File: src/verilog/tsens_i2c_pkg.sv
package tsens_i2c_pkg;

  // Target addresses selected by the strap level.
  localparam logic [6:0] ADDR_STRAP_LOW   = 7'h48;
  localparam logic [6:0] ADDR_STRAP_FLOAT = 7'h49;
  localparam logic [6:0] ADDR_STRAP_HIGH  = 7'h4a;

  // Strap sense codes presented on the two strap sense inputs.
  localparam logic [1:0] STRAP_LOW   = 2'h0;
  localparam logic [1:0] STRAP_FLOAT = 2'h1;

  // Special bus bytes.
  localparam logic [7:0] ALERT_RESP_BYTE = 8'h19;
  localparam logic [6:0] GEN_CALL_ADDR   = 7'h00;
  localparam logic [7:0] GC_RELATCH_CMD  = 8'h04;
  localparam logic [7:0] GC_RESET_CMD    = 8'h06;
  localparam logic [4:0] HS_CODE_PREFIX  = 5'h01;
  localparam int         HS_CODE_MSB     = 7;
  localparam int         HS_CODE_LSB     = 3;

  // Glitch filter spans; the filter is a longest time, so it rounds down.
  localparam int CLK_MHZ        = 100;
  localparam int FILT_FAST_NS   = 50;
  localparam int FILT_HS_NS     = 10;
  localparam int FILT_FAST_RAW  = FILT_FAST_NS * CLK_MHZ / 1000;
  localparam int FILT_HS_RAW    = FILT_HS_NS * CLK_MHZ / 1000;
  localparam logic [2:0] FILT_FAST_CYC = 3'(FILT_FAST_RAW < 1 ? 1 : FILT_FAST_RAW);
  localparam logic [2:0] FILT_HS_CYC   = 3'(FILT_HS_RAW < 1 ? 1 : FILT_HS_RAW);

  // Cycles between reset release and the first strap capture (synchroniser depth plus one).
  localparam logic [1:0] STRAP_WAIT_CYC = 2'h3;

  // Default register pointer after reset.
  localparam logic [7:0] PTR_RESET = 8'h00;

  typedef enum logic [2:0] {
    ST_IDLE  = 3'b000,
    ST_RX    = 3'b001,
    ST_ACK   = 3'b010,
    ST_TX    = 3'b011,
    ST_TXACK = 3'b100,
    ST_WAIT  = 3'b101
  } tgt_state_e;

  typedef enum logic [1:0] {
    K_ADDR  = 2'b00,
    K_PTR   = 2'b01,
    K_DATA  = 2'b10,
    K_GCCMD = 2'b11
  } rx_kind_e;

endpackage

File: src/verilog/tsens_i2c_target.sv
// Contract
// - Strap level picks one of three addresses.
// - Addressed target pulls SDA low on ninth clock.
// - First write byte loads the register pointer.
// - Reads use last pointer; pointer kept until write or general call reset.
// - Acknowledge address, pointer and each data byte.
// - Transmit pointed register MSB first, then LSB.
// - Alert response byte acked, own address returned.
// - Returned address LSB gives alert cause, polarity.
// - Arbitrate address; winner clears alert at completion.
// - Alert response answered only in interrupt mode.
// - Acknowledge general call with write direction.
// - General call 04 relatches strap, no reset.
// - General call 06 relatches strap, resets registers.
// - Power-on reset restores default settings.
// - Master code unacked, filters switch to high speed.
// - High speed holds until STOP, then fast mode.
// - Interrupt alert holds until read, alert response or general call reset.
// - Strap sampled at reset or relatch, then latched.
// - Bytes shift most significant bit first.
module tsens_i2c_target
  import tsens_i2c_pkg::*;
(
  input  wire logic        clk_i,
  input  wire logic        rst_b_i,
  input  wire logic        scl_i,
  input  wire logic        sda_i,
  output logic             sda_o,
  output logic             sda_oe_o,
  input  wire logic [1:0]  addr_strap_pin_i,
  input  wire logic        interrupt_mode_select_i,
  input  wire logic        alert_polarity_i,
  input  wire logic        comparator_status_bit_i,
  input  wire logic        alert_event_i,
  input  wire logic        alert_cause_low_i,
  input  wire logic [15:0] rd_data_i,
  output logic [7:0]       reg_ptr_o,
  output logic             ptr_load_o,
  output logic [7:0]       wr_data_o,
  output logic             wr_valid_o,
  output logic             wr_msb_o,
  output logic             rd_strobe_o,
  output logic             gc_reset_o,
  output logic             hs_mode_o,
  output logic             alert_o,
  output logic [6:0]       dev_addr_o
);

  function automatic logic [6:0] strap_to_addr(input logic [1:0] s);
    logic [6:0] a;
    a = ADDR_STRAP_HIGH;
    if (s == STRAP_LOW) begin
      a = ADDR_STRAP_LOW;
    end else if (s == STRAP_FLOAT) begin
      a = ADDR_STRAP_FLOAT;
    end
    return a;
  endfunction

  logic       scl_s1_q, scl_s2_q, sda_s1_q, sda_s2_q;
  logic [1:0] strap_s1_q, strap_s2_q;
  logic       scl_f_q, sda_f_q, scl_prev_q, sda_prev_q;
  logic [2:0] scl_cnt_q, sda_cnt_q, filt_len;
  logic       scl_rise, scl_fall, start_w, stop_w;
  tgt_state_e state_q, nxt_q;
  rx_kind_e   kind_q;
  logic [7:0] shreg_q, tx_q, ptr_q;
  logic [2:0] cnt_q;
  logic       full_q, first_q, ara_q, lsb_next_q, hs_q, sda_oe_q;
  logic       byte_end, own_addr, own_wr, own_rd, gc_hit, ara_hit, hs_hit;
  logic       wr_valid_q, wr_msb_q, ptr_load_q, rd_strobe_q, gc_reset_q;
  logic       relatch_q, ara_win_q, alert_pend_q, cause_low_q;
  logic [1:0] strap_wait_q;
  logic [6:0] dev_addr_q;
  logic [7:0] ara_byte, rd_byte;

  // SCL, SDA and the strap pins each pass two flip-flops before anything looks at them.
  always_ff @(posedge clk_i) begin
    if (!rst_b_i) begin
      scl_s1_q   <= 1'b1;
      scl_s2_q   <= 1'b1;
      sda_s1_q   <= 1'b1;
      sda_s2_q   <= 1'b1;
      strap_s1_q <= STRAP_LOW;
      strap_s2_q <= STRAP_LOW;
    end else begin
      scl_s1_q   <= scl_i;
      scl_s2_q   <= scl_s1_q;
      sda_s1_q   <= sda_i;
      sda_s2_q   <= sda_s1_q;
      strap_s1_q <= addr_strap_pin_i;
      strap_s2_q <= strap_s1_q;
    end
  end

  // Filter span shrinks in high speed so short pulses still pass.
  assign filt_len = hs_q ? FILT_HS_CYC : FILT_FAST_CYC;

  // Glitch filters: a new level must persist for filt_len samples.
  always_ff @(posedge clk_i) begin
    if (!rst_b_i) begin
      scl_f_q   <= 1'b1;
      sda_f_q   <= 1'b1;
      scl_cnt_q <= 3'h0;
      sda_cnt_q <= 3'h0;
    end else begin
      if (scl_s2_q == scl_f_q) begin
        scl_cnt_q <= 3'h0;
      end else if (scl_cnt_q + 3'h1 >= filt_len) begin
        scl_f_q   <= scl_s2_q;
        scl_cnt_q <= 3'h0;
      end else begin
        scl_cnt_q <= scl_cnt_q + 3'h1;
      end
      if (sda_s2_q == sda_f_q) begin
        sda_cnt_q <= 3'h0;
      end else if (sda_cnt_q + 3'h1 >= filt_len) begin
        sda_f_q   <= sda_s2_q;
        sda_cnt_q <= 3'h0;
      end else begin
        sda_cnt_q <= sda_cnt_q + 3'h1;
      end
    end
  end

  // Edge history of the filtered lines.
  always_ff @(posedge clk_i) begin
    if (!rst_b_i) begin
      scl_prev_q <= 1'b1;
      sda_prev_q <= 1'b1;
    end else begin
      scl_prev_q <= scl_f_q;
      sda_prev_q <= sda_f_q;
    end
  end

  // SDA moving while SCL is high is a START or STOP, never data.
  assign scl_rise = scl_f_q & ~scl_prev_q;
  assign scl_fall = ~scl_f_q & scl_prev_q;
  assign start_w  = scl_f_q & scl_prev_q & sda_prev_q & ~sda_f_q;
  assign stop_w   = scl_f_q & scl_prev_q & ~sda_prev_q & sda_f_q;

  // Decode of a completed first byte; decided on the falling edge after bit eight.
  assign byte_end = (state_q == ST_RX) && scl_fall && full_q;
  assign own_addr = shreg_q[7:1] == dev_addr_q;
  assign own_wr   = own_addr && !shreg_q[0];
  assign own_rd   = own_addr && shreg_q[0];
  // General call only with the write direction.
  assign gc_hit   = (shreg_q[7:1] == GEN_CALL_ADDR) && !shreg_q[0];
  // Alert response needs interrupt mode and a pending alert.
  assign ara_hit  = (shreg_q == ALERT_RESP_BYTE) && interrupt_mode_select_i && alert_pend_q;
  assign hs_hit   = first_q && (shreg_q[HS_CODE_MSB:HS_CODE_LSB] == HS_CODE_PREFIX);
  // Cause bit is low for the high limit under active-low polarity.
  assign ara_byte = {dev_addr_q, cause_low_q ^ alert_polarity_i};
  assign rd_byte  = lsb_next_q ? rd_data_i[7:0] : rd_data_i[15:8];

  // Protocol engine: receive, acknowledge, transmit and arbitration.
  always_ff @(posedge clk_i) begin
    if (!rst_b_i) begin
      state_q     <= ST_IDLE;
      nxt_q       <= ST_IDLE;
      kind_q      <= K_ADDR;
      shreg_q     <= 8'h00;
      tx_q        <= 8'h00;
      cnt_q       <= 3'h0;
      full_q      <= 1'b0;
      first_q     <= 1'b0;
      ara_q       <= 1'b0;
      lsb_next_q  <= 1'b0;
      hs_q        <= 1'b0;
      sda_oe_q    <= 1'b0;
      ptr_q       <= PTR_RESET;
      wr_valid_q  <= 1'b0;
      wr_msb_q    <= 1'b1;
      ptr_load_q  <= 1'b0;
      rd_strobe_q <= 1'b0;
      gc_reset_q  <= 1'b0;
      relatch_q   <= 1'b0;
      ara_win_q   <= 1'b0;
    end else begin
      wr_valid_q  <= 1'b0;
      ptr_load_q  <= 1'b0;
      rd_strobe_q <= 1'b0;
      gc_reset_q  <= 1'b0;
      relatch_q   <= 1'b0;
      ara_win_q   <= 1'b0;
      if (gc_reset_q) begin
        ptr_q <= PTR_RESET;
      end
      if (start_w) begin
        state_q  <= ST_RX;
        kind_q   <= K_ADDR;
        cnt_q    <= 3'h0;
        full_q   <= 1'b0;
        first_q  <= 1'b1;
        ara_q    <= 1'b0;
        sda_oe_q <= 1'b0;
      end else if (stop_w) begin
        // STOP returns the filters to fast mode.
        state_q  <= ST_IDLE;
        hs_q     <= 1'b0;
        sda_oe_q <= 1'b0;
      end else begin
        unique case (state_q)
          ST_IDLE, ST_WAIT: begin
            sda_oe_q <= 1'b0;
          end
          ST_RX: begin
            if (scl_rise) begin
              shreg_q <= {shreg_q[6:0], sda_f_q};
              cnt_q   <= cnt_q + 3'h1;
              full_q  <= cnt_q == 3'h7;
            end else if (byte_end) begin
              full_q  <= 1'b0;
              first_q <= 1'b0;
              cnt_q   <= 3'h0;
              state_q <= ST_ACK;
              nxt_q   <= ST_RX;
              // Acknowledge by default; refused cases release below.
              sda_oe_q <= 1'b1;
              unique case (kind_q)
                K_ADDR: begin
                  if (hs_hit) begin
                    hs_q     <= 1'b1;
                    sda_oe_q <= 1'b0;
                    state_q  <= ST_WAIT;
                  end else if (own_wr) begin
                    kind_q <= K_PTR;
                  end else if (own_rd) begin
                    // Read starts at the stored pointer, pointer untouched.
                    rd_strobe_q <= 1'b1;
                    lsb_next_q  <= 1'b0;
                    nxt_q       <= ST_TX;
                  end else if (gc_hit) begin
                    kind_q <= K_GCCMD;
                  end else if (ara_hit) begin
                    // Answer the alert response with own address.
                    ara_q <= 1'b1;
                    nxt_q <= ST_TX;
                  end else begin
                    sda_oe_q <= 1'b0;
                    state_q  <= ST_WAIT;
                  end
                end
                K_PTR: begin
                  // First byte after a write address is the pointer.
                  ptr_q      <= shreg_q;
                  ptr_load_q <= 1'b1;
                  wr_msb_q   <= 1'b1;
                  kind_q     <= K_DATA;
                end
                K_DATA: begin
                  wr_valid_q <= 1'b1;
                  wr_msb_q   <= ~wr_msb_q;
                end
                K_GCCMD: begin
                  if (shreg_q == GC_RELATCH_CMD) begin
                    relatch_q <= 1'b1;
                    nxt_q     <= ST_WAIT;
                  end else if (shreg_q == GC_RESET_CMD) begin
                    relatch_q  <= 1'b1;
                    gc_reset_q <= 1'b1;
                    nxt_q      <= ST_WAIT;
                  end else begin
                    sda_oe_q <= 1'b0;
                    state_q  <= ST_WAIT;
                  end
                end
              endcase
            end
          end
          ST_ACK: begin
            // Release or load only after SCL falls, so hold time is kept.
            if (scl_fall) begin
              state_q <= nxt_q;
              cnt_q   <= 3'h0;
              if (nxt_q == ST_TX) begin
                tx_q       <= ara_q ? ara_byte : rd_byte;
                sda_oe_q   <= ara_q ? ~ara_byte[7] : ~rd_byte[7];
                lsb_next_q <= ara_q ? lsb_next_q : ~lsb_next_q;
              end else begin
                sda_oe_q <= 1'b0;
              end
            end
          end
          ST_TX: begin
            if (scl_rise && tx_q[7] && !sda_f_q) begin
              // Lost arbitration: go quiet and keep the alert.
              state_q  <= ST_WAIT;
              sda_oe_q <= 1'b0;
            end else if (scl_fall) begin
              if (cnt_q == 3'h7) begin
                sda_oe_q <= 1'b0;
                state_q  <= ST_TXACK;
                // Whole address sent without loss: this target won.
                ara_win_q <= ara_q;
              end else begin
                tx_q     <= {tx_q[6:0], 1'b0};
                sda_oe_q <= ~tx_q[6];
                cnt_q    <= cnt_q + 3'h1;
              end
            end
          end
          ST_TXACK: begin
            if (scl_rise) begin
              // Master ack asks for the next byte; NACK ends the read.
              state_q <= (!sda_f_q && !ara_q) ? ST_ACK : ST_WAIT;
              nxt_q   <= ST_TX;
            end
          end
          default: begin
            state_q  <= ST_IDLE;
            sda_oe_q <= 1'b0;
          end
        endcase
      end
    end
  end

  // Strap captured once synchronised after reset, and on relatch only.
  always_ff @(posedge clk_i) begin
    if (!rst_b_i) begin
      strap_wait_q <= STRAP_WAIT_CYC;
      dev_addr_q   <= ADDR_STRAP_LOW;
    end else begin
      if (strap_wait_q != 2'h0) begin
        strap_wait_q <= strap_wait_q - 2'h1;
      end
      if (strap_wait_q == 2'h1 || relatch_q) begin
        dev_addr_q <= strap_to_addr(strap_s2_q);
      end
    end
  end

  // Interrupt alert latch; a new event wins over a same-cycle clear.
  always_ff @(posedge clk_i) begin
    if (!rst_b_i) begin
      alert_pend_q <= 1'b0;
      cause_low_q  <= 1'b0;
    end else if (alert_event_i && interrupt_mode_select_i) begin
      alert_pend_q <= 1'b1;
      cause_low_q  <= alert_cause_low_i;
    end else if (rd_strobe_q || ara_win_q || gc_reset_q) begin
      alert_pend_q <= 1'b0;
    end
  end

  // All flops above take defaults on reset. Open-drain: only ever drive low.
  assign sda_o       = 1'b0;
  assign sda_oe_o    = sda_oe_q;
  assign reg_ptr_o   = ptr_q;
  assign ptr_load_o  = ptr_load_q;
  assign wr_data_o   = shreg_q;
  assign wr_valid_o  = wr_valid_q;
  assign wr_msb_o    = ~wr_msb_q;
  assign rd_strobe_o = rd_strobe_q;
  assign gc_reset_o  = gc_reset_q;
  assign hs_mode_o   = hs_q;
  assign dev_addr_o  = dev_addr_q;
  // Alert pin is active low unless polarity is set.
  assign alert_o = alert_polarity_i ~^ (interrupt_mode_select_i ? alert_pend_q
                                                                 : comparator_status_bit_i);
endmodule

File: config.mk
export PLATFORM = sky130hd
export DESIGN_NAME = tsens_i2c_target
export DESIGN_NICKNAME = d
export VERILOG_FILES = /design/src/verilog/tsens_i2c_pkg.sv /design/src/verilog/tsens_i2c_target.sv
export SDC_FILE = /design/constraint.sdc
export NUM_CORES = 1
export LEC_CHECK = 0
export ABC_AREA = 0
export CAP_MARGIN = 15
export CORE_MARGIN = 2
export CORE_UTILIZATION = 60
export DETAILED_ROUTE_END_ITERATION = 10
export DONT_BUFFER_PORTS = 1
export HOLD_SLACK_MARGIN = 0.05
export PLACE_DENSITY = 0.82
export SLEW_MARGIN = 20
export SYNTH_ARGS = -nofsm -noshare
export SYNTH_HDL_FRONTEND = slang
export SYNTH_SLANG_ARGS = --single-unit
File: constraint.sdc
create_clock -name clk_i -period 2.9 [get_ports clk_i]
set_input_delay 0 -clock clk_i [delete_from_list [all_inputs] [get_ports clk_i]]
set_output_delay 0 -clock clk_i [all_outputs]
set_load 0.05 [all_outputs]
==> out/qor.log <==
qor: setup_path.worstPathRequired 3.20 ns
qor: power_and_ir_drop.cellLeakagePower 0.001669 uW
qor: global_route.grt_pass1_wl 14370 um
qor: layout.final_layout_size_suffix_gt1_share 9.556%
qor: timing.setup_violators_final 0
qor: drt.routed_wirelength 8633 um
qor: place.detailed_place.area 0.003739 sq mm
qor: logic_synthesis.synth_largest_type_area_fraction 38.10%
qor: cts.numClockSinks 72
qor: setup_path.critical_path.endpoint_type register
qor: timing.skew_final 0.009893 ns
qor: global_route.gr-usage-all-layers 25.29%
qor: setup_path.timing.critical_path.slowest_stage_cell sky130_fd_sc_hd__dlygate4sd3_1
qor: logic_synthesis.post-synth-top-area-cell sky130_fd_sc_hd__dfxtp_1
qor: timing.fin_crit_sh 77.57%
qor: logic_synthesis.synth_edf_count 0
qor: place.placement.io_buffers 0
qor: setup_path.worstReg2RegStart wr_data_o[0]
qor: logic_synthesis.yosysSeqAreaShare 38.10%
qor: layout.layout-area-overhead-vs-synth 7.904%
qor: global_route.grt_use_met3 7.753%
qor: logic_synthesis.avgSynthCellArea 8.619 sq um
qor: layout.final_nets 486
qor: run.max_cap_viol_count 0
qor: worst_hold_path.worst_hold_path_type primary input to register
qor: timing.setup_repair_after_global_routing_missed_its_margin false
qor: setup_path.cell_chain_critical_path dlygate4sd3_1 -> inv_1 -> buf_4 -> a21oi_1 -> dlygate4sd3_1
qor: timing.finalHoldViolations 0
qor: cts.clkTransAtPathRegs 0.08 ns
qor: global_route.grtUsageMet1 31.62%
qor: logic_synthesis.netlist-cell-type-count 72
qor: floorplanning.die_y 83.41 um
qor: power_and_ir_drop.worst_ir_drop_vdd 0.3659 mV
qor: floorplanning.design.core.area 0.005991 sq mm
qor: logic_synthesis.netlist_instances 439
qor: drt.routedWlPerCell 16.44 um
qor: place.place_ws 0.7046 ns
qor: layout.nFillCells 491
qor: global_route.grt_start_max_net_pins 28
qor: cts.cts_resized 0
qor: power_and_ir_drop.power.density 507.4 mW/mm^2
qor: setup_path.cp_max_fo 27
qor: global_route.grt.met2_usage 42.16%
qor: drt.detail_route.first_pass.iterations 5
qor: cts.cts_tree built
qor: setup_path.path_depth 5
qor: setup_path.cp_slowest_stage_delay 1.21 ns
qor: layout.finalCoreUtilization 68.15%
qor: logic_synthesis.yosysWarningCount 0
qor: timing.timing_worst_slew_pin_value 1.068 ns
qor: floorplanning.die_x 83.41 um
qor: place.finalWeightedCongestion 0.9179
qor: logic_synthesis.synth.area.top_cells sky130_fd_sc_hd__dfxtp_1, sky130_fd_sc_hd__a21oi_1, sky130_fd_sc_hd__nor2_1
qor: setup_path.critical_path_arrival 2.55 ns
qor: setup_path.r2r.worst_path.cells 6
qor: logic_synthesis.yosys_register_bits 72
qor: setup_path.critPathLaunchType primary input
qor: floorplanning.top_level_ports 59
qor: global_route.number_of_global_route_vias_before_repair 3057
qor: drt.drc_errors 0
qor: cts.cts-root-to-sink-buffers 2
qor: timing.worst_slack 0.6504 ns
qor: logic_synthesis.asyncSetResetFlopFracSynth 0%
qor: cts.number_of_buffers_created_by_cts 9
qor: logic_synthesis.synth_ff_type sky130_fd_sc_hd__dfxtp_1
qor: cts.cts_max_level 3
qor: cts.clock_tree.root_cell sky130_fd_sc_hd__clkbuf_8
qor: floorplanning.start_util 63.16%
qor: setup_path.reg2reg_slack 0.66 ns
qor: timing.timing.max_slew.rel_slack 28.57%
qor: drt.via_count 3214
qor: setup_path.critPathKind primary input to register
qor: setup_path.worst_r2r_endpoint sda_oe_o
qor: layout.final_area 0.004083 sq mm
qor: drt.drtIter0Drc 273
qor: layout.highest_count_cells_in_the_layout_ignoring_fill_and_taps sky130_fd_sc_hd__dfxtp_1, sky130_fd_sc_hd__nor2_1, sky130_fd_sc_hd__a21oi_1
qor: global_route.global_route.overflow_total 0
qor: floorplanning.die-area 0.006957 sq mm
qor: setup_path.critical_path.top_delay_family buffers and inverters
qor: global_route.grt_antenna_before_repair 0
qor: timing.timing.setup.tns 0 ns
qor: layout.diodes 0
qor: cts.clock_insertion_delay_worst_skew 0.36 ns
qor: setup_path.critPathMostFrequentCell sky130_fd_sc_hd__dlygate4sd3_1
qor: cts.cts_hold_buf 13
qor: drt.ant_nets 0
qor: timing.max_freq 0.4445 GHz
qor: setup_path.critical_path_buf_inv_count 4
qor: setup_path.timing.critical_path.from rst_b_i
qor: timing.slew_violations 0
qor: global_route.grt-busiest-layer met2
qor: place.detailedPlacementHpwl 5853 um
qor: cts.cts_post_setup_buffers_inserted 0
qor: setup_path.critical_path.endpoint cause_low_q
qor: drt.post_drt_via_cell_ratio 6.122
qor: timing.fin_crit 2.250 ns
qor: logic_synthesis.synthesis.area 0.003784 sq mm
qor: floorplanning.core.rowCount 28
qor: layout.layout.cells.most_common sky130_fd_sc_hd__dfxtp_1
qor: status.run_status finished, final reports clean
-- routing by layer --
metal | share of wire [%] | vias up | wire length, um
li1 | - | 1538 | -
met1 | 44 | 1522 | 3766
met2 | 48 | 140 | 4104
met3 | 7.3 | 14 | 631
met4 | 1.5 | 0 | 131
met5 | 0 | - | 0
-- registers in the layout (all words and copies together) (netlist names), 2 cells and up --
signal        flops
dev_addr_o        2
tx_q              8
sda_cnt_q         3
strap_s2_q        2
reg_ptr_o         8
nxt_q             3
state_q           3
cnt_q             3
strap_s1_q        2
kind_q            2
wr_data_o         8
strap_wait_q      2
scl_cnt_q         3
-- per-stage QoR --
step / hold slack [ns] / cells / total power, uW
CTS: 0.1167 / 525 / 2068
detailed placement: 0.06851 / 496 / 1220
global route: 0.1376 / 525 / 2147
floorplan: 0.1015 / 443 / 1212
finish: 0.1201 / 525 / 2072
global placement: 0.06745 / 496 / 1215
-- how the worst min path moves through the flow --
stage | end | cells past startpoint | startpoint
4_1_cts | sda_oe_o | 3 | rd_data_i[7]
3_5_place_dp | sda_f_q | 1 | rst_b_i
6_report | tx_q[6] | 6 | rd_data_i[14]
3_3_place_gp | sda_f_q | 1 | rst_b_i
5_1_grt | sda_oe_o | 3 | rd_data_i[7]
2_1_floorplan | scl_s1_q | 1 | scl_i
-- synth_stat cells (all sizes together) (5+ instances only) --
master and count:
nor2 52, nand3 21, ha 14, mux2i 19, nor3 13, a211oi 5
inv 19, xor2 9, buf 20, and2 9, o21ai 13, nand2b 9
a21oi 40, clkbuf 10, nand3b 12, nand2 31, dfxtp 72, nor2b 10
-- area by class of cell --
| class | instances | area [sq um] | area share, % |
|---|---|---|---|
| clock buffer | 11 | 151.4 | 3.708 |
| sequential | 72 | 1441 | 35.30 |
| inverter | 19 | 71.32 | 1.747 |
| multi-input combinational | 321 | 2064 | 50.57 |
| clock inverter | 5 | 62.56 | 1.532 |
| timing repair buffer | 22 | 197.7 | 4.842 |
| tap | 75 | 93.84 | 2.298 |
-- cell families after synthesis --
logic type | synth area share, %
simple gates | 27.02
compound gates | 14.39
flops | 38.10
buf+inv | 7.738
mux | 5.622
fa+ha+maj | 4.630
xor+xnor | 2.315
other cells | 0.1985
-- power breakdown --
part | total, uW | switching [uW] | internal (uW)
Sequential | 1030 | 23.2 | 1010
Combinational | 193 | 118 | 74.4
Clock | 850 | 399 | 450
Total | 2070 | 541 | 1530
-- worst reg2reg max path, stage by stage (launching register included) --
cell,delay [ns]
sky130_fd_sc_hd__dfxtp_1,0.85
sky130_fd_sc_hd__and4b_1,0.33
sky130_fd_sc_hd__and2_1,0.18
sky130_fd_sc_hd__nor3_1,0.07
sky130_fd_sc_hd__o311ai_1,0.40
sky130_fd_sc_hd__a211oi_1,0.15
sky130_fd_sc_hd__o22ai_1,0.18
No activity file was read; power rests on OpenSTA's default activity.
